**src/include/efac_pkg.sv**
```systemverilog
// Constants, register map and carrier types for exposure, frame and readout window control
`default_nettype none
package efac_pkg;
   localparam int CLOCK_HZ = 20_000_000;
   localparam int CYCLES_PER_US = CLOCK_HZ / 1_000_000;
   localparam int ROW_GAP_NS = 1000;
   localparam int ROW_GAP_CYCLES = (ROW_GAP_NS * CYCLES_PER_US + 999) / 1000;
   localparam int US_W = 20;
   localparam int DIM_W = 13;
   localparam int PIX_W = 12;
   localparam int ACC_W = 24;
   localparam int FIFO_DEPTH = 32;

   // Sensor geometry and window presets
   localparam logic [DIM_W-1:0] SENSOR_W = 13'h1400;
   localparam logic [DIM_W-1:0] SENSOR_H = 13'h1400;
   localparam logic [DIM_W-1:0] QHD_W = 13'h0F00;
   localparam logic [DIM_W-1:0] QHD_H = 13'h0870;
   localparam logic [DIM_W-1:0] QHD_X = (SENSOR_W - QHD_W) / 2;
   localparam logic [DIM_W-1:0] QHD_Y = (SENSOR_H - QHD_H) / 2;
   localparam logic [DIM_W-1:0] ZERO_DIM = 13'h0000;

   // Limits and reset values
   localparam logic [US_W-1:0] FRAME_US_MAX = 20'hF_4240;
   localparam logic [US_W-1:0] FRAME_US_RESET = 20'h1_86A0;
   localparam logic [US_W-1:0] EXPOSURE_US_RESET = 20'h0_2710;
   localparam logic [6:0] PCLK_MIN = 7'h20;
   localparam logic [6:0] PCLK_MAX = 7'h71;
   localparam logic [6:0] PCLK_RESET = 7'h64;
   localparam logic [7:0] CYC_PER_US_8 = 8'(CYCLES_PER_US);

   // Register byte addresses
   localparam logic [7:0] ADDR_CONTROL = 8'h00;
   localparam logic [7:0] ADDR_EXPOSURE = 8'h04;
   localparam logic [7:0] ADDR_FRAME = 8'h08;
   localparam logic [7:0] ADDR_PCLK = 8'h0C;
   localparam logic [7:0] ADDR_WIN_X = 8'h10;
   localparam logic [7:0] ADDR_WIN_Y = 8'h14;
   localparam logic [7:0] ADDR_WIN_W = 8'h18;
   localparam logic [7:0] ADDR_WIN_H = 8'h1C;
   localparam logic [7:0] ADDR_MAX_EXP = 8'h20;
   localparam logic [7:0] ADDR_PULSE_US = 8'h24;
   localparam logic [7:0] ADDR_PERIOD_US = 8'h28;

   // Control register fields
   localparam int CTL_MODE_LSB = 0;
   localparam int CTL_FT_EN = 2;
   localparam int CTL_ZERO_GAP = 3;
   localparam int CTL_WIN_LSB = 4;
   localparam logic [31:0] CONTROL_RESET = 32'h0000_0000;

   localparam logic [1:0] HTRANS_NONSEQ = 2'h2;
   localparam logic [1:0] HTRANS_SEQ = 2'h3;

   typedef enum logic [1:0] {
      EFAC_EXP_OFF = 2'h0,
      EFAC_EXP_PULSE = 2'h1,
      EFAC_EXP_INTERNAL = 2'h2
   } efac_exp_mode_type;

   typedef enum logic [1:0] {
      EFAC_WIN_FULL = 2'h0,
      EFAC_WIN_QHD = 2'h1,
      EFAC_WIN_CUSTOM = 2'h2
   } efac_win_type;

   typedef struct packed {
      logic [PIX_W-1:0] data;
      logic first;
      logic line_end;
   } efac_pixel_type;

   typedef struct packed {
      logic [DIM_W-1:0] x;
      logic [DIM_W-1:0] y;
      logic [DIM_W-1:0] w;
      logic [DIM_W-1:0] h;
   } efac_window_type;
endpackage : efac_pkg
`default_nettype wire

```
**src/rtl/efac_fifo.sv**
```systemverilog
// Synchronous valid/ready FIFO with parameter width and depth
`default_nettype none
module efac_fifo #(
   parameter int WIDTH = 14,
   parameter int DEPTH = 32
) (
   input wire logic clock,
   input wire logic reset,
   input wire logic in_valid,
   output logic in_ready,
   input wire logic [WIDTH-1:0] in_data,
   output logic out_valid,
   input wire logic out_ready,
   output logic [WIDTH-1:0] out_data
);
   localparam int AW = $clog2(DEPTH);
   logic [WIDTH-1:0] store [DEPTH];
   logic [AW-1:0] wr_ptr;
   logic [AW-1:0] rd_ptr;
   logic [AW:0] count;
   wire push = in_valid && in_ready;
   wire pop = out_valid && out_ready;

   assign in_ready = count != (AW+1)'(DEPTH);
   assign out_valid = count != '0;
   assign out_data = store[rd_ptr];

   always_ff @(posedge clock) begin
      if (push) begin
         store[wr_ptr] <= in_data;
      end
   end

   always_ff @(posedge clock) begin
      if (reset) begin
         wr_ptr <= '0;
         rd_ptr <= '0;
         count <= '0;
      end else begin
         if (push) begin
            wr_ptr <= wr_ptr + 1'b1;
         end
         if (pop) begin
            rd_ptr <= rd_ptr + 1'b1;
         end
         count <= count + (AW+1)'(push) - (AW+1)'(pop);
      end
   end
endmodule : efac_fifo
`default_nettype wire

```
**src/rtl/efac_control.sv**
```systemverilog
// Exposure, frame timing, line timing and readout window control with AHB-Lite registers
`default_nettype none
module efac_control (
   input wire logic clock,
   input wire logic reset,
   input wire logic hsel,
   input wire logic [31:0] haddr,
   input wire logic [1:0] htrans,
   input wire logic hwrite,
   input wire logic [2:0] hsize,
   input wire logic [31:0] hwdata,
   input wire logic hready,
   output logic [31:0] hrdata,
   output logic hreadyout,
   output logic hresp,
   input wire logic trigger_in,
   output logic exposure_active,
   output logic frame_start,
   output logic readout_active,
   output logic line_done,
   input wire logic pix_valid,
   output logic pix_ready,
   input wire efac_pkg::efac_pixel_type pix_in,
   output logic out_valid,
   input wire logic out_ready,
   output efac_pkg::efac_pixel_type out_pixel
);
   // Register file
   logic [31:0] control;
   logic [efac_pkg::US_W-1:0] exposure_us;
   logic [efac_pkg::US_W-1:0] frame_us;
   logic [6:0] pclk_mhz;
   efac_pkg::efac_window_type custom_win;
   logic [efac_pkg::US_W-1:0] pulse_us;
   logic [efac_pkg::US_W-1:0] period_us;

   // Bus data phase state
   logic wr_pending;
   logic [7:0] wr_addr;

   wire bus_valid = hsel && hready && (htrans == efac_pkg::HTRANS_NONSEQ || htrans == efac_pkg::HTRANS_SEQ);
   wire bus_write = bus_valid && hwrite;
   wire bus_read = bus_valid && !hwrite;
   wire [7:0] addr_low = haddr[7:0];
   wire addr_high_ok = haddr[31:8] == 24'h00_0000;

   wire efac_pkg::efac_exp_mode_type exp_mode = efac_pkg::efac_exp_mode_type'(control[efac_pkg::CTL_MODE_LSB +: 2]);
   wire ft_enable = control[efac_pkg::CTL_FT_EN];
   wire zero_gap = control[efac_pkg::CTL_ZERO_GAP];
   wire efac_pkg::efac_win_type win_sel = efac_pkg::efac_win_type'(control[efac_pkg::CTL_WIN_LSB +: 2]);

   // Active window from preset or custom registers
   efac_pkg::efac_window_type win;
   assign win = (win_sel == efac_pkg::EFAC_WIN_FULL) ?
                '{efac_pkg::ZERO_DIM, efac_pkg::ZERO_DIM, efac_pkg::SENSOR_W, efac_pkg::SENSOR_H} :
                (win_sel == efac_pkg::EFAC_WIN_QHD) ?
                '{efac_pkg::QHD_X, efac_pkg::QHD_Y, efac_pkg::QHD_W, efac_pkg::QHD_H} :
                custom_win;

   // Exposure limit follows programmed or measured frame time
   wire [efac_pkg::US_W-1:0] max_exposure = ft_enable ? frame_us : period_us;
   wire [efac_pkg::US_W-1:0] eff_exposure = (exposure_us > max_exposure) ? max_exposure : exposure_us;

   // Write value limits
   wire [efac_pkg::US_W-1:0] wr_frame = (hwdata[31:efac_pkg::US_W] != '0 ||
                                          hwdata[efac_pkg::US_W-1:0] > efac_pkg::FRAME_US_MAX) ?
                                         efac_pkg::FRAME_US_MAX : hwdata[efac_pkg::US_W-1:0];
   wire [6:0] wr_pclk = (hwdata[31:7] != '0 || hwdata[6:0] > efac_pkg::PCLK_MAX) ? efac_pkg::PCLK_MAX :
                        (hwdata[6:0] < efac_pkg::PCLK_MIN) ? efac_pkg::PCLK_MIN : hwdata[6:0];

   logic [31:0] read_mux;
   always_comb begin
      read_mux = 32'h0000_0000;
      if (addr_high_ok) begin
         unique case (addr_low)
            efac_pkg::ADDR_CONTROL: read_mux = control;
            efac_pkg::ADDR_EXPOSURE: read_mux = 32'(exposure_us);
            efac_pkg::ADDR_FRAME: read_mux = 32'(frame_us);
            efac_pkg::ADDR_PCLK: read_mux = 32'(pclk_mhz);
            efac_pkg::ADDR_WIN_X: read_mux = 32'(custom_win.x);
            efac_pkg::ADDR_WIN_Y: read_mux = 32'(custom_win.y);
            efac_pkg::ADDR_WIN_W: read_mux = 32'(custom_win.w);
            efac_pkg::ADDR_WIN_H: read_mux = 32'(custom_win.h);
            efac_pkg::ADDR_MAX_EXP: read_mux = 32'(max_exposure);
            efac_pkg::ADDR_PULSE_US: read_mux = 32'(pulse_us);
            efac_pkg::ADDR_PERIOD_US: read_mux = 32'(period_us);
            default: read_mux = 32'h0000_0000;
         endcase
      end
   end

   assign hreadyout = 1'b1;
   assign hresp = 1'b0;

   always_ff @(posedge clock) begin
      if (reset) begin
         wr_pending <= 1'b0;
         wr_addr <= 8'h00;
         hrdata <= 32'h0000_0000;
      end else begin
         wr_pending <= bus_write && addr_high_ok;
         wr_addr <= addr_low;
         if (bus_read) begin
            hrdata <= read_mux;
         end
      end
   end

   always_ff @(posedge clock) begin
      if (reset) begin
         control <= efac_pkg::CONTROL_RESET;
         exposure_us <= efac_pkg::EXPOSURE_US_RESET;
         frame_us <= efac_pkg::FRAME_US_RESET;
         pclk_mhz <= efac_pkg::PCLK_RESET;
         custom_win <= '{efac_pkg::ZERO_DIM, efac_pkg::ZERO_DIM, efac_pkg::SENSOR_W, efac_pkg::SENSOR_H};
      end else if (wr_pending) begin
         unique case (wr_addr)
            efac_pkg::ADDR_CONTROL: control <= {26'h000_0000, hwdata[5:0]};
            efac_pkg::ADDR_EXPOSURE: exposure_us <= hwdata[efac_pkg::US_W-1:0];
            efac_pkg::ADDR_FRAME: frame_us <= wr_frame;
            efac_pkg::ADDR_PCLK: pclk_mhz <= wr_pclk;
            efac_pkg::ADDR_WIN_X: custom_win.x <= hwdata[efac_pkg::DIM_W-1:0];
            efac_pkg::ADDR_WIN_Y: custom_win.y <= hwdata[efac_pkg::DIM_W-1:0];
            efac_pkg::ADDR_WIN_W: custom_win.w <= hwdata[efac_pkg::DIM_W-1:0];
            efac_pkg::ADDR_WIN_H: custom_win.h <= hwdata[efac_pkg::DIM_W-1:0];
            default: ;
         endcase
      end
   end

   // Microsecond tick
   logic [7:0] us_div;
   wire us_tick = us_div == efac_pkg::CYC_PER_US_8 - 8'h01;
   always_ff @(posedge clock) begin
      if (reset || us_tick) begin
         us_div <= 8'h00;
      end else begin
         us_div <= us_div + 8'h01;
      end
   end

   // Frame and line timing
   typedef enum logic [2:0] {
      EFAC_ST_LINE = 3'b001,
      EFAC_ST_GAP = 3'b010,
      EFAC_ST_HOLD = 3'b100
   } efac_state_type;

   efac_state_type state;
   efac_state_type next_state;
   logic [efac_pkg::ACC_W-1:0] line_acc;
   logic [7:0] gap_count;
   logic [efac_pkg::DIM_W-1:0] line_count;
   logic [efac_pkg::US_W-1:0] frame_elapsed;

   // A line lasts width/pclk us: accumulate pclk each cycle against width in pixel-cycles
   wire [efac_pkg::ACC_W-1:0] line_target = efac_pkg::ACC_W'(win.w) * efac_pkg::ACC_W'(efac_pkg::CYCLES_PER_US);
   wire [efac_pkg::ACC_W-1:0] next_acc = line_acc + efac_pkg::ACC_W'(pclk_mhz);
   wire line_pixels_done = (state == EFAC_ST_LINE) && (next_acc >= line_target);
   wire last_line = line_count + 1'b1 >= win.h;
   wire gap_done = gap_count == 8'(efac_pkg::ROW_GAP_CYCLES - 1);
   assign line_done = line_pixels_done ? zero_gap : ((state == EFAC_ST_GAP) && gap_done);
   wire readout_end = line_done && last_line;
   wire hold_over = frame_elapsed + 1'b1 >= frame_us;
   wire hold_end = (state == EFAC_ST_HOLD) && us_tick && hold_over;
   wire need_hold = ft_enable && !hold_over;
   wire frame_end = (readout_end && !need_hold) || hold_end;

   always_comb begin
      next_state = state;
      unique case (state)
         EFAC_ST_LINE: begin
            if (line_pixels_done && !zero_gap) begin
               next_state = EFAC_ST_GAP;
            end else if (readout_end && need_hold) begin
               next_state = EFAC_ST_HOLD;
            end
         end
         EFAC_ST_GAP: begin
            if (gap_done) begin
               next_state = (last_line && need_hold) ? EFAC_ST_HOLD : EFAC_ST_LINE;
            end
         end
         EFAC_ST_HOLD: begin
            if (hold_end) begin
               next_state = EFAC_ST_LINE;
            end
         end
         default: next_state = EFAC_ST_LINE;
      endcase
   end

   always_ff @(posedge clock) begin
      if (reset) begin
         state <= EFAC_ST_LINE;
         line_acc <= '0;
         gap_count <= 8'h00;
         line_count <= '0;
         frame_elapsed <= '0;
         period_us <= efac_pkg::FRAME_US_RESET;
         frame_start <= 1'b1;
      end else begin
         state <= next_state;
         line_acc <= (state == EFAC_ST_LINE && !line_pixels_done) ? next_acc : '0;
         gap_count <= (state == EFAC_ST_GAP && !gap_done) ? gap_count + 8'h01 : 8'h00;
         line_count <= frame_end ? '0 : (line_done ? line_count + 1'b1 : line_count);
         frame_start <= frame_end;
         if (frame_end) begin
            frame_elapsed <= '0;
            period_us <= frame_elapsed + efac_pkg::US_W'(us_tick);
         end else if (us_tick) begin
            frame_elapsed <= frame_elapsed + 1'b1;
         end
      end
   end

   assign readout_active = state != EFAC_ST_HOLD;

   // Exposure generation and pulse width measurement
   logic trig_prev;
   logic [efac_pkg::US_W-1:0] pulse_count;
   always_ff @(posedge clock) begin
      if (reset) begin
         trig_prev <= 1'b0;
         pulse_count <= '0;
         pulse_us <= '0;
      end else begin
         trig_prev <= trigger_in;
         if (trigger_in && !trig_prev) begin
            // A tick in the rising cycle already belongs to the pulse
            pulse_count <= efac_pkg::US_W'(us_tick);
         end else if (trigger_in && us_tick) begin
            pulse_count <= pulse_count + 1'b1;
         end
         if (!trigger_in && trig_prev) begin
            pulse_us <= pulse_count;
         end
      end
   end

   logic internal_exp;
   assign internal_exp = frame_elapsed < eff_exposure;
   assign exposure_active = (exp_mode == efac_pkg::EFAC_EXP_PULSE) ? trigger_in :
                            (exp_mode == efac_pkg::EFAC_EXP_INTERNAL) ? internal_exp :
                            1'b1;

   // Pixel window crop, coordinates start at (1, 1)
   logic [efac_pkg::DIM_W-1:0] col;
   logic [efac_pkg::DIM_W-1:0] row;
   wire [efac_pkg::DIM_W-1:0] cur_col = pix_in.first ? efac_pkg::DIM_W'(1) : col;
   wire [efac_pkg::DIM_W-1:0] cur_row = pix_in.first ? efac_pkg::DIM_W'(1) : row;
   wire in_x = cur_col > win.x && cur_col <= win.x + win.w;
   wire in_y = cur_row > win.y && cur_row <= win.y + win.h;
   wire in_window = in_x && in_y;
   wire fifo_ready;
   wire pix_take = pix_valid && pix_ready;
   efac_pkg::efac_pixel_type crop_pixel;
   assign crop_pixel = '{pix_in.data, cur_col == win.x + 1'b1 && cur_row == win.y + 1'b1,
                         cur_col == win.x + win.w};
   assign pix_ready = fifo_ready;

   always_ff @(posedge clock) begin
      if (reset) begin
         col <= efac_pkg::DIM_W'(1);
         row <= efac_pkg::DIM_W'(1);
      end else if (pix_take) begin
         col <= pix_in.line_end ? efac_pkg::DIM_W'(1) : cur_col + 1'b1;
         row <= pix_in.line_end ? cur_row + 1'b1 : cur_row;
      end
   end

   efac_fifo #(
      .WIDTH($bits(efac_pkg::efac_pixel_type)),
      .DEPTH(efac_pkg::FIFO_DEPTH)
   ) pixel_fifo (
      .clock(clock),
      .reset(reset),
      .in_valid(pix_valid && in_window),
      .in_ready(fifo_ready),
      .in_data(crop_pixel),
      .out_valid(out_valid),
      .out_ready(out_ready),
      .out_data(out_pixel)
   );
endmodule : efac_control
`default_nettype wire

```
**config.mk**
```make
export PLATFORM = sky130hd
export DESIGN_NAME = efac_control
export DESIGN_NICKNAME = d
export VERILOG_FILES = /design/src/include/efac_pkg.sv /design/src/rtl/efac_fifo.sv /design/src/rtl/efac_control.sv
export SDC_FILE = /design/constraint.sdc
export NUM_CORES = 2
export LEC_CHECK = 0
export BUFFER_PORTS_ARGS = -buffer_cell sky130_fd_sc_hd__buf_2
export CELL_PAD_IN_SITES_DETAIL_PLACEMENT = 1
export CELL_PAD_IN_SITES_GLOBAL_PLACEMENT = 1
export CORE_MARGIN = 3
export CORE_UTILIZATION = 30
export CTS_BUF_LIST = sky130_fd_sc_hd__clkbuf_4 sky130_fd_sc_hd__clkbuf_8 sky130_fd_sc_hd__clkbuf_16
export CTS_CLUSTER_SIZE = 30
export DETAILED_ROUTE_END_ITERATION = 8
export HOLD_SLACK_MARGIN = 0.02
export MAX_ROUTING_LAYER = met4
export PLACE_DENSITY = 0.49
export SYNTH_ARGS = -nofsm -noshare
export SYNTH_HDL_FRONTEND = slang
export SYNTH_SLANG_ARGS = --single-unit
```
**constraint.sdc**
```tcl
create_clock -name clock -period 9.9 [get_ports clock]
set_input_delay 0.495 -clock clock [delete_from_list [all_inputs] [get_ports clock]]
set_output_delay 0.495 -clock clock [all_outputs]
set_load 0.05 [all_outputs]
```
; ---- Yosys cells after proc, flatten, opt, wreduce, memory -nomap -nowiden
; Memory sizes are Yosys's and may differ from the RTL's. A register that Yosys moved wholly into a read port is not among the register bits.
; Cells that the tools add are included.
[totals]
input_bits = 91
mem_bits_rw = 448
n_memories = 1
regBits = 326
wordCells = 186
out_inout_bits = 54
[classes]
reduce_logical = 62
order_cmp = 12
mul = 1
n_eq_ne = 35
n_bitwise = 2
n_mux = 28
n_addsub = 17
[mem_list]
columns = name, words, word_bits, read_ports, rd_clocked_by_memory_dff, wr, line
row1 = pixel_fifo.store, 32, 14, 1, 1, 1, efac_fifo.sv:17  ; logic [WIDTH-1:0] store [DEPTH];
[ops]
columns = op, count
row1 = $pmux W20 S11, 1
row2 = $mux W52, 2
row3 = $eq A8 B5 Y1 const B, 10
row4 = $mux W20, 4
row5 = $add A13 B1 Y13 const B, 5
row6 = $mux W13, 4
row7 = $add A20 B1 Y20 const B, 2
row8 = $eq A13 B13 Y1, 3
row9 = $eq A8 B4 Y1 const B, 4
row10 = $logic_and A1 B1 Y1, 28
row11 = $add A13 B13 Y13, 2
row12 = $gt A13 B13 Y1, 2
row13 = $le A13 B13 Y1, 2
row14 = $reduce_bool A25 Y1, 1
row15 = $add A24 B7 Y24, 1
row16 = $eq A8 B6 Y1 const B, 3
row17 = $ge A24 B18 Y1, 1
row18 = $logic_not A24 Y1, 1
row19 = $add A20 B1 Y20, 1
row20 = $ge A20 B20 Y1, 1
row21 = $gt A20 B20 Y1, 1
row22 = $gt A20 B20 Y1 const B, 1
row23 = $lt A20 B20 Y1, 1
row24 = $add A8 B1 Y8 const B, 2
row25 = 33 further kinds, 74

; ---- Longest topological paths before layout
[depth]
word_depth = 12
mapped_depth = 33
mapped_depth_nobuf = 26

; ---- Cells and area by module
; From an unflattened synthesis, not the netlist that was laid out.
[hier_totals]
cells_unflattened = 3521
area_unflattened_um2 = 38792.2
[by_module_without_submodules]
columns = mod, area_per_inst_um2, cells_per_inst, seq_area_each_um2, n_inst
row1 = efac_control, 20474.6, 2565, 5965.7, 1
row2 = efac_fifo, 18317.6, 956, 13873.3, 1

; ---- Worst setup path after synthesis
; OpenSTA, ideal clock, no wires.
[synth_path]
path_type = register to register
start = register control[5]
end = register pixel_fifo.count[5]
path_stages_with_launch = 33
t_arrival_ns = 7.639
path_buffers = 7
slack_ns = 2.133
required_ns = 9.772
setup_time_ns = 0.128
period_less_slack_ns = 7.767
path_cell_list = dfxtp_1 -> clkbuf_1 -> clkbuf_1 -> buf_2 -> clkbuf_1 -> clkbuf_1 -> clkbuf_1 -> nand2_1 -> inv_1 -> ha_1 -> a21o_1 -> a21oi_1 -> o21ai_0 -> a221o_1 -> a211oi_1 -> nor2_1 -> o41ai_1 -> xor2_1 -> ha_1 -> and3_1 -> nand3_1 -> nor3_1 -> nor2_1 -> o31ai_1 -> nor3b_1 -> clkbuf_1 -> ha_1 -> a21o_1 -> a21oi_1 -> o21bai_1 -> a21oi_1 -> xnor2_1 -> nor2_1
[synth_between]
elab_chain_cells = 11
elab_cells_between_ends = 17
cone_classes = add/sub (4) / order compare (4) / eq/ne (1) / mux (2) / reduce/logical (6)
[synth_rtl]
columns = item, line
row1 = start: declaration, efac_control.sv:29  ; logic [31:0] control;
row2 = start signal: assignment, efac_control.sv:111  ; control <= efac_pkg::CONTROL_RESET;
row3 = start signal: assignment, efac_control.sv:118  ; efac_pkg::ADDR_CONTROL: control <= {26'h000_0000, hwdata[5:0]};
row4 = $eq A2 B1 Y1, efac_control.sv:56  ; (win_sel == efac_pkg::EFAC_WIN_QHD) ?
row5 = $mux W52, efac_control.sv:56
row6 = $mux W52 (*), efac_control.sv:54  ; assign win = (win_sel == efac_pkg::EFAC_WIN_FULL) ?
row7 = "$add A13 B13 Y13, on equally long branches", "efac_control.sv:252, efac_control.sv:253"
row8 = "$le A13 B13 Y1, on equally long branches", "efac_control.sv:252, efac_control.sv:253"
row9 = "$logic_and A1 B1 Y1, on equally long branches", "efac_control.sv:252, efac_control.sv:253"
row10 = $logic_and A1 B1 Y1 (*), efac_control.sv:254  ; wire in_window = in_x && in_y;
row11 = $logic_and A1 B1 Y1 (*), efac_control.sv:278  ; .in_valid(pix_valid && in_window),
row12 = $logic_and A1 B1 Y1 (*), efac_fifo.sv:21  ; wire push = in_valid && in_ready;
row13 = named net pixel_fifo.push, efac_fifo.sv:21
row14 = $add A6 B1 Y6 (*), efac_fifo.sv:46  ; count <= count + (AW+1)'(push) - (AW+1)'(pop);
row15 = $sub A6 B1 Y6 (*), efac_fifo.sv:46
row16 = end signal: assignment, efac_fifo.sv:46
row17 = end: declaration, efac_fifo.sv:20  ; logic [AW:0] count;
; The timed path passes the listed nets; every way through them passes the cells marked *.
; A chain may end at the register's enable or synchronous reset.

; ---- Worst setup path after layout
[layout_path]
start = register control[2]
end = output port exposure_active
[layout_between]
elab_chain_cells = 6
[layout_rtl]
columns = item, line
row1 = $mux W20 (*), efac_control.sv:61  ; wire [efac_pkg::US_W-1:0] max_exposure = ft_enable ? frame_us : period_us;
row2 = $gt A20 B20 Y1, efac_control.sv:62  ; wire [efac_pkg::US_W-1:0] eff_exposure = (exposure_us > max_exposure) ? max_exposure : exposure_us;
row3 = $mux W20 (*), efac_control.sv:62
row4 = $lt A20 B20 Y1 (*), efac_control.sv:242  ; assign internal_exp = frame_elapsed < eff_exposure;
row5 = $mux W1 (*), efac_control.sv:244  ; (exp_mode == efac_pkg::EFAC_EXP_INTERNAL) ? internal_exp :
row6 = $mux W1 (*), efac_control.sv:243  ; assign exposure_active = (exp_mode == efac_pkg::EFAC_EXP_PULSE) ? trigger_in :
row7 = end: declaration, efac_control.sv:17  ; output logic exposure_active,
; Mark *: on every way between the ends. The rest lies on a longest branch, timed or not.

==> summary.txt <==
Min path
  – Hold_sp: haddr[6]
  – Hold path depth: 2
  – Min-delay worst type: primary input to flop

Yosys
  – Share of synthesized registers carrying an async set or reset: 0
  – Post-synthesis cell type count: 96
  – Number of enable flip-flop cells after synthesis: 448
  – Syn Inst Count: approximately 3,400
  – Sequential-to-total area share from yosys stat: 0.5085
  – Yosys synthesis warning count: 0
  – Avg Synthesized Cell Area: around 11 sq um
  – Post-Syn Area: 0.03901 sq mm
  – Main synth FF type: edfxtp_1
  – Post-synthesis register bit count: approximately 770

Clocking
  – CTS tree: yes
  – Clock Root Buffer: clkbuf_16
  – TritonCTS Buffers: 90
  – Clock Pin Slew Worst Setup and Hold Paths: 0.06 ns
  – Post-CTS sizing: 0
  – Cts hold-fix bufs: 0
  – Clock sinks: approximately 770
  – Maximum clock insertion buffer count: 3
  – Post-CTS setup buffer count: 0
  – # H-tree levels: 3
  – Clock latency on the worst-skew pair: 0.70 ns

Floorplanning
  – Initial Util: 0.3040
  – Rows: ~130
  – Die H: 366.6 um
  – Die X-Extent: 366.6 um
  – DIE AREA: 0.1344 sq mm
  – Core area: 0.1283 sq mm
  – IO Pins: 145

Global routing
  – Grt total ovfl: 0
  – GR Util met2: 0.2945
  – Largest net degree at the start of global routing: 144
  – Met1 Use GR: 0.2549
  – Most Crowded Layer GR: met2
  – Initial antenna violation count: 14
  – Met3 Use GR: 0.02902
  – Total GRT Usage: 0.1893
  – First-pass GRT wire length: 186,300 um
  – Vias in the first global route: 27,910

STA
  – Max-slew headroom: 0.2029
  – RSZ-0062 raised after global routing: false
  – Fin Clk Skew: 0.02945 ns
  – Fmax: 137.1 MHz
  – Setup WS post-layout: 2.604 ns
  – Crit path time final: about 7.3 ns
  – Least-Margin Pin Slew: ~1.2 ns
  – Final hold violation count: 0
  – Hold_ws: 0.08564 ns
  – Slew Limit Fails: 0
  – Final Cycle Share: 0.7370
  – Setup TNS: 0 ns
  – Final setup fails: 0

Placement
  – Placer Congestion: slightly above 0.8
  – Port Buf Inserts: ~130
  – DP Area: 0.04137 sq mm
  – Placed insts: around 5,100
  – Dpl ws: 3.018 ns
  – DP Wirelength: 88,900 um

Critical path
  – Crit path kind: flop to output pin
  – Crit path depth: 23
  – Delay-heaviest family, CP: compound AO/OA/AOI/OAI gates
  – Bufs and invs on worst path: 4
  – Crit-path max FO: 20
  – Critical path data required time: ~9.4 ns
  – Reg2reg start: control[5]
  – CP Launch Type: flop
  – CP most frequent cell: a21oi_1
  – Worst-path cell chain: buf_4 > mux2_2 > inv_1 > ha_1 > nor2b_1 > o21a_1 > o21ai_0 > a21oi_1 > or4_1 > o21ai_2 > buf_4 > nor2_1 > a21oi_1 > ha_1 > a21oi_1 > nor2b_1 > o21ai_0 > nand2b_1 > a21oi_1 > o2111ai_1 > a211o_1 > a2bb2oi_1 > buf_2
  – Slowest stage delay, CP: between 0.8 and 0.9 ns
  – CP max stage cell: dfxtp_1
  – CP Capture Type: output pin
  – Crit path DAT: 6.80 ns
  – Setup crit start: control[2]
  – Reg2reg path depth: 19

Power and ir drop
  – Maximum VDD drop: 0.1367 mV
  – Pwr dens: approximately 180 mW/mm^2
  – Final Total Pwr: about 8 mW
  – Leakage: 16.03 nW

Drt
  – Final wirelength: approximately 130,000 um
  – WL per Instance: ~24 um
  – ANT nets after route: 0
  – DRT iter0 DRCs: around 2,000
  – DRC violations left: 0
  – Via count: 27,120
  – First-pass DRT Iterations: 6
  – Drt via density: between 5 and 6

Finish
  – Nets@finish: ~3,800
  – Area delta synth->final: 13.88%
  – Final core utilization: 0.3462
  – Non-Filler Instances: roughly 5,300
  – Share of layout cells above drive strength 1: 0.1552
  – Final instance area: 0.04443 sq mm

Flow run
  – MaxCap Viol Count: 0

Outcome
  – Status: completed
## where the power goes
part	total, mW	internal (mW)	switching [mW]
combinational	1.17	0.492	0.682
clock	3.38	1.96	1.42
sequential	3.52	3.44	0.0791
total	8.07	5.88	2.19
## cell usage in the layout, fill, tap and decap left out, types with 32 or more instances in the layout
| cell | instances |
|---|---|
| a21o_1 | 32 |
| a21oi_1 | 207 |
| a22oi_1 | 65 |
| and3_1 | 59 |
| buf_2 | 125 |
| buf_4 | 36 |
| clkbuf_16 | 91 |
| dfxtp_1 | 315 |
| edfxtp_1 | 448 |
| ha_1 | 216 |
| inv_1 | 119 |
| mux2_2 | 33 |
| mux2i_1 | 51 |
| mux4_2 | 140 |
| nand2_1 | 381 |
| nand3_1 | 102 |
| nand4_1 | 52 |
| nor2_1 | 240 |
| nor2b_1 | 66 |
| nor3_1 | 60 |
| o21ai_0 | 89 |
| xnor2_1 | 100 |
| xor2_1 | 92 |
## cells by family (layout without fill, tap and decap cells)
family / Yosys count / count (layout) / share of synthesized area
AND/OR/NAND/NOR: 1138 / 1138 / 0.1421
flip-flops: 767 / 767 / 0.5085
AO/OA/AOI/OAI: 567 / 567 / 0.09611
buffers and inverters: 322 / 453 / 0.03438
multiplexers: 225 / 225 / 0.1038
adder cells (fa/ha/maj): 221 / 221 / 0.07184
XOR/XNOR: 192 / 192 / 0.04310
other: 2 / 30 / 0.0001925
## path summary, 6_finish.rpt
path,to,slack (ns)
worst max-delay path,exposure_active,2.60
worst min-delay path,wr_addr[6],0.09
worst min register to register,hrdata[8],0.45
worst max register to register,pixel_fifo.store[24][3],3.10
## metal layers
layer  up-vias  part of all wire
li1      12860                 -
met1     13630              0.47
met5         -                 0
met4         0             0.030
met2       460              0.46
met3       176             0.041
## flip-flops by register name, indices dropped and copies added, names as in the netlist, 13 cells and up, named ones only
signal and cells:
pixel_fifo.store 448, custom_win 52, line_acc 24, exposure_us 20, frame_elapsed 20, frame_us 20
hrdata 20, period_us 20, pulse_count 20, pulse_us 20, col 13, line_count 13
row 13
## cell usage after synthesis (11+ instances only)
master / n / share of area
buf_4: 18 / 0.0035
or2_2: 14 / 0.0022
nand4_1: 52 / 0.0083
mux2_2: 33 / 0.0095
or3_1: 16 / 0.0026
a222oi_1: 17 / 0.0044
mux4_2: 140 / 0.081
a31oi_1: 14 / 0.0022
buf_1: 30 / 0.0029
nand2b_1: 14 / 0.0022
and4_1: 11 / 0.0025
a21o_1: 32 / 0.0062
o21a_1: 13 / 0.0025
a211oi_1: 22 / 0.0042
nand2_1: 381 / 0.037
xnor2_1: 100 / 0.022
nor3_1: 61 / 0.0078
ha_1: 216 / 0.069
clkbuf_1: 138 / 0.013
nor2b_1: 66 / 0.011
edfxtp_1: 448 / 0.34
a22oi_1: 65 / 0.013
nor4_1: 26 / 0.0042
mux2i_1: 51 / 0.013
dfxtp_1: 319 / 0.16
o21ai_0: 90 / 0.012
and2_1: 26 / 0.0042
xor2_1: 92 / 0.021
or4_1: 16 / 0.0031
a21oi_1: 207 / 0.027
nand3_1: 102 / 0.013
nor2_1: 241 / 0.023
inv_1: 119 / 0.011
and3_1: 59 / 0.0095
## cell type report
| cell class | instances | area, sq um |
|---|---|---|
| tap | 1729 | 2163 |
| timing repair buffer | 164 | 949.7 |
| fill | 13980 | 83910 |
| multi-input combinational | 2363 | 17950 |
| clock buffer | 124 | 2594 |
| inverter | 121 | 454.2 |
| clock inverter | 44 | 441.7 |
| sequential | 767 | 19850 |
| antenna | 10 | 25.02 |
Note: power is estimated with default switching activity, not from simulation.
